===== src/rtl/shp_defs.svh =====
/*
 * Constants for the host serial port block: SPI framing, serial-mode codes
 * and transparent-mode packetization triggers.
 * Assumes inclusion by bare name from rtl/ files only.
 */
`ifndef SHP_DEFS_SVH
`define SHP_DEFS_SVH

// Frame start delimiter of the unescaped framed format
`define SHP_FRAME_START 8'h7e
// Header bytes after the delimiter: length high, length low
`define SHP_HDR_LEN 2'h2
// Checksum byte that follows the payload
`define SHP_CSUM_LEN 16'h0001
// Byte width and index of the first (most significant) bit
`define SHP_BYTE_W 8
`define SHP_MSB 3'h7
// Largest radio payload that triggers packetization
`define SHP_MAX_PAYLOAD 7'h64
// Idle-gap timeout of zero means packetize at once
`define SHP_RO_ZERO 8'h00
// Idle-gap timeout unit: one character time, 100 us
`define SHP_RO_UNIT_NS 100000
`define SHP_CLK_NS 10
`define SHP_RO_UNIT_CYC (`SHP_RO_UNIT_NS / `SHP_CLK_NS)
// Serial-mode codes
`define SHP_MODE_TRANSPARENT 2'h0
`define SHP_MODE_FRAMED 2'h1
// Buffer shape
`define SHP_FIFO_DEPTH 32

`endif


===== src/rtl/shp_pkg.sv =====
/*
 * Types shared by the host serial port block.
 * Assumes shp_defs.svh is available for constants.
 */
package shp_pkg;

    // Frame receive states
    typedef enum logic [3:0] {
        SHP_RX_HUNT = 4'b0001,
        SHP_RX_LENH = 4'b0010,
        SHP_RX_LENL = 4'b0100,
        SHP_RX_BODY = 4'b1000
    } shp_rx_state_t;

    // One byte with a frame-start marker
    typedef struct packed {
        logic sof;
        logic [7:0] data;
    } shp_byte_t;

    // Sleep configuration
    typedef struct packed {
        logic sleep_pin_periph;
        logic csel_periph;
        logic pin_sleep_en;
    } shp_sleep_cfg_t;

endpackage : shp_pkg


===== src/rtl/shp_fifo.sv =====
/*
 * Synchronous FIFO with valid/ready on both sides.
 * Assumes one clock, synchronous active-low reset.
 */
`timescale 1ns/1ns
module shp_fifo #(
    parameter int W = 9,
    parameter int DEPTH = 32
) (
    // Clock and reset
    input wire logic mclk_i,
    input wire logic rst_b_i,
    // Fill side
    input wire logic in_valid_i,
    output logic in_ready_o,
    input wire logic [W-1:0] in_data_i,
    // Drain side
    output logic out_valid_o,
    input wire logic out_ready_i,
    output logic [W-1:0] out_data_o,
    // Fill level
    output logic [$clog2(DEPTH):0] count_o
);
    localparam int AW = $clog2(DEPTH);
    logic [W-1:0] mem [DEPTH];
    logic [AW-1:0] wp_r;
    logic [AW-1:0] rp_r;
    logic [AW:0] cnt_r;
    logic ready_r;
    wire push = in_valid_i && in_ready_o;
    wire pop = out_valid_o && out_ready_i;
    wire [AW:0] cnt_nxt = cnt_r + (AW+1)'(push) - (AW+1)'(pop);

    // Ready is registered so the top output comes from a flop
    assign in_ready_o = ready_r;
    assign out_valid_o = (cnt_r != '0);
    assign out_data_o = mem[rp_r];
    assign count_o = cnt_r;

    // Storage write
    always_ff @(posedge mclk_i) begin
        if (push) begin
            mem[wp_r] <= in_data_i;
        end
    end

    // Pointers and level
    always_ff @(posedge mclk_i) begin
        if (!rst_b_i) begin
            wp_r <= '0;
            rp_r <= '0;
            cnt_r <= '0;
            ready_r <= 1'b1;
        end else begin
            if (push) wp_r <= wp_r + AW'(1);
            if (pop) rp_r <= rp_r + AW'(1);
            cnt_r <= cnt_nxt;
            ready_r <= (cnt_nxt != (AW+1)'(DEPTH));
        end
    end
endmodule : shp_fifo


===== src/rtl/shp_host_port.sv =====
/*
 * Host serial port: mode-0 SPI slave carrying unescaped frames, attention
 * line, chip-select pin sleep, and transparent-mode packetization triggers.
 * Assumes the SPI pins are asynchronous and sampled on mclk_i (100 MHz),
 * the master clock at most 3.5 Mb/s, and a radio side on the user ports.
 */
//
// What this block does
// - SPI carries only unescaped framed packets
// - Serial-mode setting ignored while SPI used
// - Full duplex; filler outside frames discarded
// - Output frame may start anytime versus input
// - Full-rate simultaneous receive and transmit
// - Sleep pin peripheral controls pin sleep
// - Else chip select low wakes, high sleeps
// - Sleep while deselected for other slaves
// - Neither peripheral: stay awake always
// - Mode 0: idle low, sample rising
// - Most significant bit shifted first
// - Default transparent; setting selects framed
// - Transparent: UART bytes queued, radio out
// - Packetize after idle gap; zero immediate
// - Command sequence flushes buffered bytes
// - Packetize at 100 buffered bytes
// - Attention low while queue holds data or a byte shifts
// - Data output released while deselected
`timescale 1ns/1ns
`include "shp_defs.svh"
module shp_host_port #(
    parameter int FIFO_W = 9,
    parameter int FIFO_DEPTH = `SHP_FIFO_DEPTH
) (
    // Clock and reset
    input wire logic mclk_i,
    input wire logic rst_b_i,
    // SPI pins
    input wire logic spi_clk_i,
    input wire logic chip_select_low_i,
    input wire logic spi_mosi_i,
    output logic spi_miso_o,
    output logic spi_miso_oe_o,
    output logic attention_low_o,
    // Sleep pin and configuration
    input wire logic digital_io_eight_i,
    input wire shp_pkg::shp_sleep_cfg_t sleep_cfg_i,
    output logic asleep_o,
    // Interface and serial-mode selection
    input wire logic spi_in_use_i,
    input wire logic [1:0] serial_mode_select_i,
    output logic framed_mode_o,
    // Frames to send to the master
    input wire logic tx_valid_i,
    output logic tx_ready_o,
    input wire logic [7:0] tx_data_i,
    // Frame bytes received from the master
    output logic rx_valid_o,
    output logic rx_sof_o,
    output logic [7:0] rx_data_o,
    // Transparent UART byte path
    input wire logic uart_valid_i,
    input wire logic [7:0] uart_data_i,
    input wire logic [7:0] idle_gap_timeout_i,
    input wire logic cmd_seq_seen_i,
    output logic packetize_o,
    output logic [6:0] buffered_o
);
    // Synchronised pins
    logic sclk_s;
    logic csel_s;
    logic mosi_s;
    logic sleep_s;
    shp_sync #(.W(4), .INIT(4'b0010)) u_sync (
        .mclk_i(mclk_i),
        .rst_b_i(rst_b_i),
        .d_i({spi_clk_i, chip_select_low_i, spi_mosi_i, digital_io_eight_i}),
        .q_o({sclk_s, csel_s, mosi_s, sleep_s})
    );

    // Edge detection on the clean clock
    logic sclk_d_r;
    wire selected = ~csel_s;
    wire sclk_rise = sclk_s & ~sclk_d_r & selected;
    wire sclk_fall = ~sclk_s & sclk_d_r & selected;

    // Shift state
    logic [2:0] bit_r;
    logic [7:0] rx_sh_r;
    logic [7:0] tx_sh_r;
    logic tx_have_r;
    wire [7:0] rx_byte = {rx_sh_r[6:0], mosi_s};
    wire byte_done = sclk_rise && (bit_r == `SHP_MSB);

    // Output buffer between the radio side and the shifter
    logic [8:0] fq_out;
    logic fq_valid;
    // Send queue fill level is not needed by the shifter
    wire load_byte = byte_done || (sclk_fall && bit_r == 3'h0 && !tx_have_r);
    wire fq_pop = load_byte && fq_valid;
    shp_fifo #(.W(FIFO_W), .DEPTH(FIFO_DEPTH)) u_txq (
        .mclk_i(mclk_i),
        .rst_b_i(rst_b_i),
        .in_valid_i(tx_valid_i),
        .in_ready_o(tx_ready_o),
        .in_data_i({1'b0, tx_data_i}),
        .out_valid_o(fq_valid),
        .out_ready_i(fq_pop),
        .out_data_o(fq_out),
        .count_o()
    );

    // Bit counter and receive shifter; MSB first both ways
    always_ff @(posedge mclk_i) begin
        if (!rst_b_i || !selected) begin
            bit_r <= 3'h0;
            rx_sh_r <= 8'h00;
        end else if (sclk_rise) begin
            bit_r <= bit_r + 3'h1;
            rx_sh_r <= rx_byte;
        end
    end

    // Transmit shifter: filler is zero when nothing valid waits
    always_ff @(posedge mclk_i) begin
        if (!rst_b_i) begin
            tx_sh_r <= 8'h00;
            tx_have_r <= 1'b0;
        end else if (byte_done) begin
            tx_sh_r <= fq_valid ? fq_out[7:0] : 8'h00;
            tx_have_r <= fq_valid;
        end else if (sclk_fall && bit_r != 3'h0) begin
            tx_sh_r <= {tx_sh_r[6:0], 1'b0};
        end else if (sclk_fall && !tx_have_r && fq_valid) begin
            tx_sh_r <= fq_out[7:0];
            tx_have_r <= 1'b1;
        end
    end

    // Data output and its release
    logic miso_r;
    logic miso_oe_r;
    always_ff @(posedge mclk_i) begin
        if (!rst_b_i) begin
            miso_r <= 1'b0;
            miso_oe_r <= 1'b0;
        end else begin
            miso_r <= tx_sh_r[`SHP_MSB];
            miso_oe_r <= selected;
        end
    end
    assign spi_miso_o = miso_r;
    assign spi_miso_oe_o = miso_oe_r;

    // Attention: low while the send queue holds a byte or a byte is mid-shift, always driven
    logic attn_r;
    always_ff @(posedge mclk_i) begin
        if (!rst_b_i) begin
            attn_r <= 1'b1;
        end else begin
            attn_r <= ~(fq_valid | (tx_have_r & (bit_r != 3'h0)));
        end
    end
    assign attention_low_o = attn_r;

    // Frame hunter on received bytes; filler is dropped
    shp_pkg::shp_rx_state_t st_r;
    shp_pkg::shp_rx_state_t st_nxt;
    logic [15:0] len_r;
    logic [15:0] len_nxt;
    logic emit;
    logic sof;
    always_comb begin
        st_nxt = st_r;
        len_nxt = len_r;
        emit = 1'b0;
        sof = 1'b0;
        case (st_r)
            shp_pkg::SHP_RX_HUNT: begin
                if (rx_byte == `SHP_FRAME_START) begin
                    st_nxt = shp_pkg::SHP_RX_LENH;
                    emit = 1'b1;
                    sof = 1'b1;
                end
            end
            shp_pkg::SHP_RX_LENH: begin
                len_nxt = {rx_byte, 8'h00};
                st_nxt = shp_pkg::SHP_RX_LENL;
                emit = 1'b1;
            end
            shp_pkg::SHP_RX_LENL: begin
                len_nxt = {len_r[15:8], rx_byte} + `SHP_CSUM_LEN;
                st_nxt = shp_pkg::SHP_RX_BODY;
                emit = 1'b1;
            end
            shp_pkg::SHP_RX_BODY: begin
                len_nxt = len_r - 16'h0001;
                emit = 1'b1;
                if (len_r == 16'h0001) begin
                    st_nxt = shp_pkg::SHP_RX_HUNT;
                end
            end
            default: begin
                st_nxt = shp_pkg::SHP_RX_HUNT;
            end
        endcase
    end

    // Frame state and delivered byte
    logic rx_valid_r;
    logic rx_sof_r;
    logic [7:0] rx_data_r;
    always_ff @(posedge mclk_i) begin
        if (!rst_b_i) begin
            st_r <= shp_pkg::SHP_RX_HUNT;
            len_r <= 16'h0000;
            rx_valid_r <= 1'b0;
            rx_sof_r <= 1'b0;
            rx_data_r <= 8'h00;
            sclk_d_r <= 1'b0;
        end else begin
            sclk_d_r <= sclk_s;
            rx_valid_r <= byte_done && emit;
            rx_sof_r <= byte_done && sof;
            if (byte_done) begin
                st_r <= st_nxt;
                len_r <= len_nxt;
                rx_data_r <= rx_byte;
            end
        end
    end
    assign rx_valid_o = rx_valid_r;
    assign rx_sof_o = rx_sof_r;
    assign rx_data_o = rx_data_r;

    // Pin sleep source selection
    wire sleep_req = sleep_cfg_i.sleep_pin_periph ? sleep_s :
                     sleep_cfg_i.csel_periph ? csel_s :
                     1'b0;
    logic asleep_r;
    always_ff @(posedge mclk_i) begin
        if (!rst_b_i) begin
            asleep_r <= 1'b0;
        end else begin
            asleep_r <= sleep_cfg_i.pin_sleep_en & sleep_req;
        end
    end
    assign asleep_o = asleep_r;

    // Serial mode: SPI always framed, UART follows setting
    logic framed_r;
    wire uart_framed = (serial_mode_select_i != `SHP_MODE_TRANSPARENT);
    always_ff @(posedge mclk_i) begin
        if (!rst_b_i) begin
            framed_r <= 1'b0;
        end else begin
            framed_r <= spi_in_use_i | uart_framed;
        end
    end
    assign framed_mode_o = framed_r;

    // Transparent buffer accounting and packetization triggers
    localparam int RO_W = 24;
    logic [6:0] buf_r;
    logic [RO_W-1:0] gap_r;
    logic pkt_r;
    wire transparent = ~framed_r;
    wire take = transparent && uart_valid_i;
    wire [RO_W-1:0] gap_lim = RO_W'(idle_gap_timeout_i) * RO_W'(`SHP_RO_UNIT_CYC);
    wire ro_now = take && idle_gap_timeout_i == `SHP_RO_ZERO;
    wire full_now = take && (buf_r + 7'h01) == `SHP_MAX_PAYLOAD;
    wire gap_now = transparent && buf_r != 7'h00 && !uart_valid_i &&
                   gap_r == gap_lim;
    wire cmd_now = transparent && cmd_seq_seen_i && buf_r != 7'h00;
    wire fire = ro_now || full_now || gap_now || cmd_now;
    always_ff @(posedge mclk_i) begin
        if (!rst_b_i) begin
            buf_r <= 7'h00;
            gap_r <= '0;
            pkt_r <= 1'b0;
        end else begin
            pkt_r <= fire;
            if (fire) begin
                buf_r <= 7'h00;
            end else if (take) begin
                buf_r <= buf_r + 7'h01;
            end
            if (take || buf_r == 7'h00) begin
                gap_r <= '0;
            end else if (gap_r != gap_lim) begin
                gap_r <= gap_r + RO_W'(1);
            end
        end
    end
    assign packetize_o = pkt_r;
    assign buffered_o = buf_r;

endmodule : shp_host_port


===== src/rtl/shp_sync.sv =====
/*
 * Two-flop synchroniser bank for pin inputs.
 * Assumes asynchronous inputs and a single destination clock.
 */
`timescale 1ns/1ns
module shp_sync #(
    parameter int W = 1,
    parameter logic [W-1:0] INIT = '0
) (
    // Clock and reset
    input wire logic mclk_i,
    input wire logic rst_b_i,
    // Data
    input wire logic [W-1:0] d_i,
    output logic [W-1:0] q_o
);
    logic [W-1:0] meta_r;
    logic [W-1:0] q_r;

    // Meta stage feeds only the second stage
    always_ff @(posedge mclk_i) begin
        if (!rst_b_i) begin
            meta_r <= INIT;
            q_r <= INIT;
        end else begin
            meta_r <= d_i;
            q_r <= meta_r;
        end
    end
    assign q_o = q_r;
endmodule : shp_sync


===== config.mk =====
export PLATFORM = sky130hd
export DESIGN_NAME = shp_host_port
export DESIGN_NICKNAME = d
export VERILOG_FILES = /design/src/rtl/shp_pkg.sv /design/src/rtl/shp_fifo.sv /design/src/rtl/shp_host_port.sv /design/src/rtl/shp_sync.sv
export VERILOG_INCLUDE_DIRS = /design/src /design/src/rtl
export SDC_FILE = /design/constraint.sdc
export NUM_CORES = 1
export LEC_CHECK = 0
export BUFFER_PORTS_ARGS = -buffer_cell sky130_fd_sc_hd__buf_2
export CAP_MARGIN = 20
export CORE_MARGIN = 4
export CORE_UTILIZATION = 55
export CTS_CLUSTER_SIZE = 16
export DETAILED_ROUTE_END_ITERATION = 8
export PLACE_DENSITY = 0.72
export SLEW_MARGIN = 30
export SYNTH_ARGS = -nofsm -noshare
export SYNTH_HDL_FRONTEND = slang
export SYNTH_HIERARCHICAL = 1
export SYNTH_SLANG_ARGS = --single-unit

===== constraint.sdc =====
create_clock -name mclk_i -period 7 [get_ports mclk_i]
set_input_delay 0.35 -clock mclk_i [delete_from_list [all_inputs] [get_ports mclk_i]]
set_output_delay 0.35 -clock mclk_i [all_outputs]
set_load 0.05 [all_outputs]

Word-level counts from Yosys, hierarchy flattened:

Memory sizes are Yosys's and may differ from the RTL's. A register that Yosys moved wholly into a read port is not among the register bits.
Cells that the tools add are included.

* logic and storage cells: 127
* memories kept: 1
* latch bits: 0
* bits of input ports: 39
* register bits after elaboration: 112
* output and inout bits: 24
* memory bits (writable): 256
* bits in read-only memories: 0

* divide/modulo/power cells: 0
* reductions and logical operators: 44
* add/sub/neg operators: 9
* mux-type cells: 20
* order comparisons: 0
* equal/unequal tests: 14
* bitwise logic cells: 14
* multipliers: 1
* shift operators: 0

Memory list
* u_txq.mem: words 32, bits a word 8, read ports 1, clocked after Yosys merged registers in 1, write ports 1, RTL line shp_fifo.sv:25 `logic [W-1:0] mem [DEPTH];`

Operators by type and width (count)
* $pmux 16 s3: 1
* $mux 8: 4
* $add 24x1->24 const B: 1
* $eq 24x22->1: 1
* $ne 24x22->1: 1
* $logic_and 1x1->1: 19
* $mul 8x10->18 const B: 1
* $add 16x1->16 const B: 1
* $eq 16x1->1 const B: 1
* $pmux 4 s4: 1
* $sub 16x1->16 const B: 1
* $add 5x1->5 const B: 2
* $mux 5: 2
* $mux 1: 9
* $reduce_bool 3->1: 3
* $eq 8x7->1 const B: 1
* $logic_not 8->1: 1
* $mux 4: 2
* $add 7x1->7 const B: 1
* $eq 7x7->1 const B: 1
* $logic_not 7->1: 1
* $reduce_bool 7->1: 1
* $add 6x1->6: 1
* $and 1x1->1: 6
* 21 further kinds: 39

Longest topological paths before layout:

* depth after elaboration: 10
* gate-level depth with buffers: 17
* mapped depth without buffers: 17

By module:

The synthesis kept the hierarchy.

By module, submodules not included
* shp_fifo: area an instance 12331.8 µm², sequential area each 9088.7 µm², instances 1, cells each 687
* shp_host_port: area an instance 5992.0 µm², sequential area each 1741.7 µm², instances 1, cells each 739
* shp_sync: area an instance 210.2 µm², sequential area each 160.2 µm², instances 1, cells each 16

Worst setup path after synthesis:

Ideal clock, no wire load.

* path type: input -> register
* start: in idle_gap_timeout_i[5]
* end: reg pkt_r, in the netlist packetize_o
* required time: 6928 ps
* path slack: 2388 ps
* arrival time: 4540 ps
* path buffers: 1
* cell stages on the path: 14
* setup time: 72 ps
* cell sequence: fa_1 > fa_1 > ha_1 > inv_1 > fa_1 > inv_1 > ha_1 > buf_2 > xnor2_1 > or4b_1 > and3_1 > or4_4 > or4_1 > a21oi_1

* longest elaborated chain between the ends: 5
* elaborated cells between the ends (all ways): 8
* classes of those cells: mul: 1; eq/ne: 1; reduce/logical: 6

Ends and longest elaborated chain
* start, declared: RTL line shp_host_port.sv:62 `input wire logic [7:0] idle_gap_timeout_i,`
* $mul 8x10->18 or $logic_not 8->1 (tied branches)
* $eq 24x22->1 or $logic_and 1x1->1 (tied branches)
* $logic_and 1x1->1 or $logic_or 1x1->1 (tied branches): RTL line shp_host_port.sv:270, shp_host_port.sv:273
* $logic_or 1x1->1 (*) (2 in a row): RTL line shp_host_port.sv:273 `wire fire = ro_now || full_now || gap_now || cmd_now;`
* end signal, assigned: RTL line shp_host_port.sv:280 `pkt_r <= fire;`
* end, declared: RTL line shp_host_port.sv:264 `logic pkt_r;`

Mark *: on every way between the ends. The rest lies on a longest branch, timed or not.
A chain may end at the register's enable or synchronous reset.

Worst setup path after layout:

Ends and elaborated chain as after synthesis.

==> flow_metrics.env <==
export IMPL_cts_htree_levels=2
export IMPL_grt_pass1_wl_um=57600
export IMPL_r2r_slack_ns=2.96
export IMPL_period_minus_slack_ns=4.61
export IMPL_drtIter0Drc=806
export IMPL_cts_tree="done"
export IMPL_clk_pin_slew_ns=0.06
export IMPL_crit_path_top_delay_cell="fa_1"
export IMPL_gp_congestion=0.976
export IMPL_worst_path_buf_inv=3
export IMPL_crit_required_ns=7.43
export IMPL_nets=1546
export IMPL_intPower_mw=3.87
export IMPL_track_usage_pct=21.0
export IMPL_leakage_nw=6.53
export IMPL_ir_drop_mv=0.294
export IMPL_diodes=0
export IMPL_hold_viol_final=0
export IMPL_max_stage_delay_ns=0.57
export IMPL_drt_pass1_iter_count=7
export IMPL_finalSetupTns_ns=0
export IMPL_drive_gt1_share_pct=12.6
export IMPL_fmax_mhz=217
export IMPL_synth_fp_nets=1505
export IMPL_syn_to_final_growth_pct=10.1
export IMPL_dpl_cell_count=1783
export IMPL_worst_slew_pin_slew_ns=0.887
export IMPL_grt_ovfl_total=0
export IMPL_r2r_cells=15
export IMPL_min_path_type="in2reg"
export IMPL_path_cells="buf_2, fa_1, fa_1, ha_1, inv_1, fa_1, inv_1, ha_1, xnor2_1, or4b_1, and3_1, or4_4, or4_1, a21oi_1"
export IMPL_crit_start="idle_gap_timeout_i[5]"
export IMPL_power_frac_seq_pct=47.1
export IMPL_grt_start_max_net_pins=58
export IMPL_cts_root_buf="clkbuf_16"
export IMPL_cp_common_cell="fa_1"
export IMPL_crit_family="adder cells"
export IMPL_first_global_vias=10600
export IMPL_final_common_cell="edfxtp_1"
export IMPL_core_area_um2=30800
export IMPL_fill_cells=2380
export IMPL_crit_path_start_kind="primary input"
export IMPL_crit_end="packetize_o$_SDFF_PN0_"
export IMPL_clock_sinks=373
export IMPL_critPathMaxFanout=8
export IMPL_io_buffers=54
export IMPL_antenna_found_initial=0
export IMPL_hold_ws_ns=0.0369
export IMPL_cts_hold_buf=0
export IMPL_rsz0062_at_grt="no"
export IMPL_critical_path_depth=14
export IMPL_fp_dieArea_um2=34400
export IMPL_post_route_util_pct=61.9
export IMPL_insertion_delay_ns=0.53
export IMPL_ant_nets=0
export IMPL_vias=11000
export IMPL_dpl_worst_slack_ns=1.88
export IMPL_r2r_end="u_txq/in_ready_o$_SDFF_PN1_"
export IMPL_max_slew_margin_pct=39.4
export IMPL_final_cell_mix="256 x edfxtp_1, 122 x nor2_1, 115 x dfxtp_1, 101 x nand2_1, 66 x ha_1"
export IMPL_worstSetupPathType="in2reg"
export IMPL_end_kind="flop"
export IMPL_start_util_pct=56.2
export IMPL_max_cap_violations=0
export IMPL_routed_via_density=5.93
export IMPL_pwr_share_comb_pct=14.5
export IMPL_fin_ws_ns=2.39
export IMPL_wl_um=36000
export IMPL_switching_share_pct=25.2
export IMPL_period_share_pct=65.9
export IMPL_pin_count=63
export IMPL_powerDensity_nw_per_um2=271
export IMPL_place_hpwl_um=23500
export IMPL_synth_avg_cell_area_um2=12.5
export IMPL_row_count=64
export IMPL_drc=0
export IMPL_syn_inst=1387
export IMPL_clock_power_share_pct=38.3
export IMPL_power_switching_mw=1.30
export IMPL_clock_path_buffers=3
export IMPL_cp_arrival_ns=5.04
export IMPL_setup_viol=0
export IMPL_chipHeight_um=186
export IMPL_cts_buffers=39
export IMPL_layout_cells_non_filler=1853
export IMPL_die_w_um=186
export IMPL_post_drt_wl_per_cell_um=19.4
export IMPL_r2r_start="sclk_d_r$_SDFF_PN0_"
export IMPL_ys_warnings_count=6
export IMPL_status="complete, no violations"
export IMPL_post_cts_buffers=0
export IMPL_finClkSkew_ns=0.0195
export IMPL_cts_resized_gates=0
export IMPL_slew_viol_final=0
export IMPL_synth_area_um2=17300
-- per-stage QoR --
step | instance area (um^2) | total power, mW
finish | 19100 | 5.17
global route | 19100 | 5.41
CTS | 19100 | 5.21
detailed placement | 17800 | 3.23
global placement | 17800 | 3.21
floorplan | 17300 | 3.03
-- registers in the layout, indices dropped and copies added (netlist names), 4 cells and up, named ones only --
signal / flops
u_txq/mem: 256
rx_sh_r: 7
st_r: 4
u_txq/wp_r: 5
u_txq/rp_r: 5
u_sync/meta_r: 4
buffered_o: 7
u_sync/q_o: 4
len_r: 16
rx_data_o: 8
tx_sh_r: 8
gap_r: 24
u_txq/count_o: 6
-- routing by layer --
layer / part of all wire (%) / up-vias / global-route usage (%)
met5: 0 / - / 0
met4: 2.0 / 0 / 5.19
met3: 5.7 / 43 / 2.91
met2: 47 / 325 / 34.3
met1: 45 / 5366 / 30.3
li1: - / 5248 / -
-- cell type report --
| cell class | instances | area (um^2) | area share [%] |
|---|---|---|---|
| clock buffers | 51 | 1030 | 5.42 |
| flip-flops and latches | 373 | 10000 | 52.6 |
| repair buffers | 65 | 353 | 1.85 |
| clock inverters | 19 | 193 | 1.01 |
| inverters | 63 | 236 | 1.24 |
| well taps | 396 | 495 | 2.60 |
| multi-input cells | 886 | 6730 | 35.3 |
-- power groups by stage --
stage	registers, mW	logic (mW)	clock network [mW]
floorplan	2.50	0.538	0
global placement	2.48	0.731	0
detailed placement	2.48	0.745	0
CTS	2.44	0.751	2.02
global route	2.44	0.840	2.13
finish	2.44	0.752	1.98
-- worst min path at each step --
stage	startpoint	end	slack (ns)	cells past startpoint
after CTS	spi_mosi_i	u_sync/meta_r[1]$_SDFF_PN1_	0.02	2
final	spi_mosi_i	u_sync/meta_r[1]$_SDFF_PN1_	0.04	2
after global routing	spi_mosi_i	u_sync/meta_r[1]$_SDFF_PN1_	0.03	2
after floorplan	u_sync/meta_r[1]$_SDFF_PN1_	u_sync/q_o[1]$_SDFF_PN1_	0.39	1
after global placement	u_sync/meta_r[1]$_SDFF_PN1_	u_sync/q_o[1]$_SDFF_PN1_	0.40	1
after detailed placement	u_sync/meta_r[1]$_SDFF_PN1_	u_sync/q_o[1]$_SDFF_PN1_	0.40	1
Power figures use the tool's default switching activity.
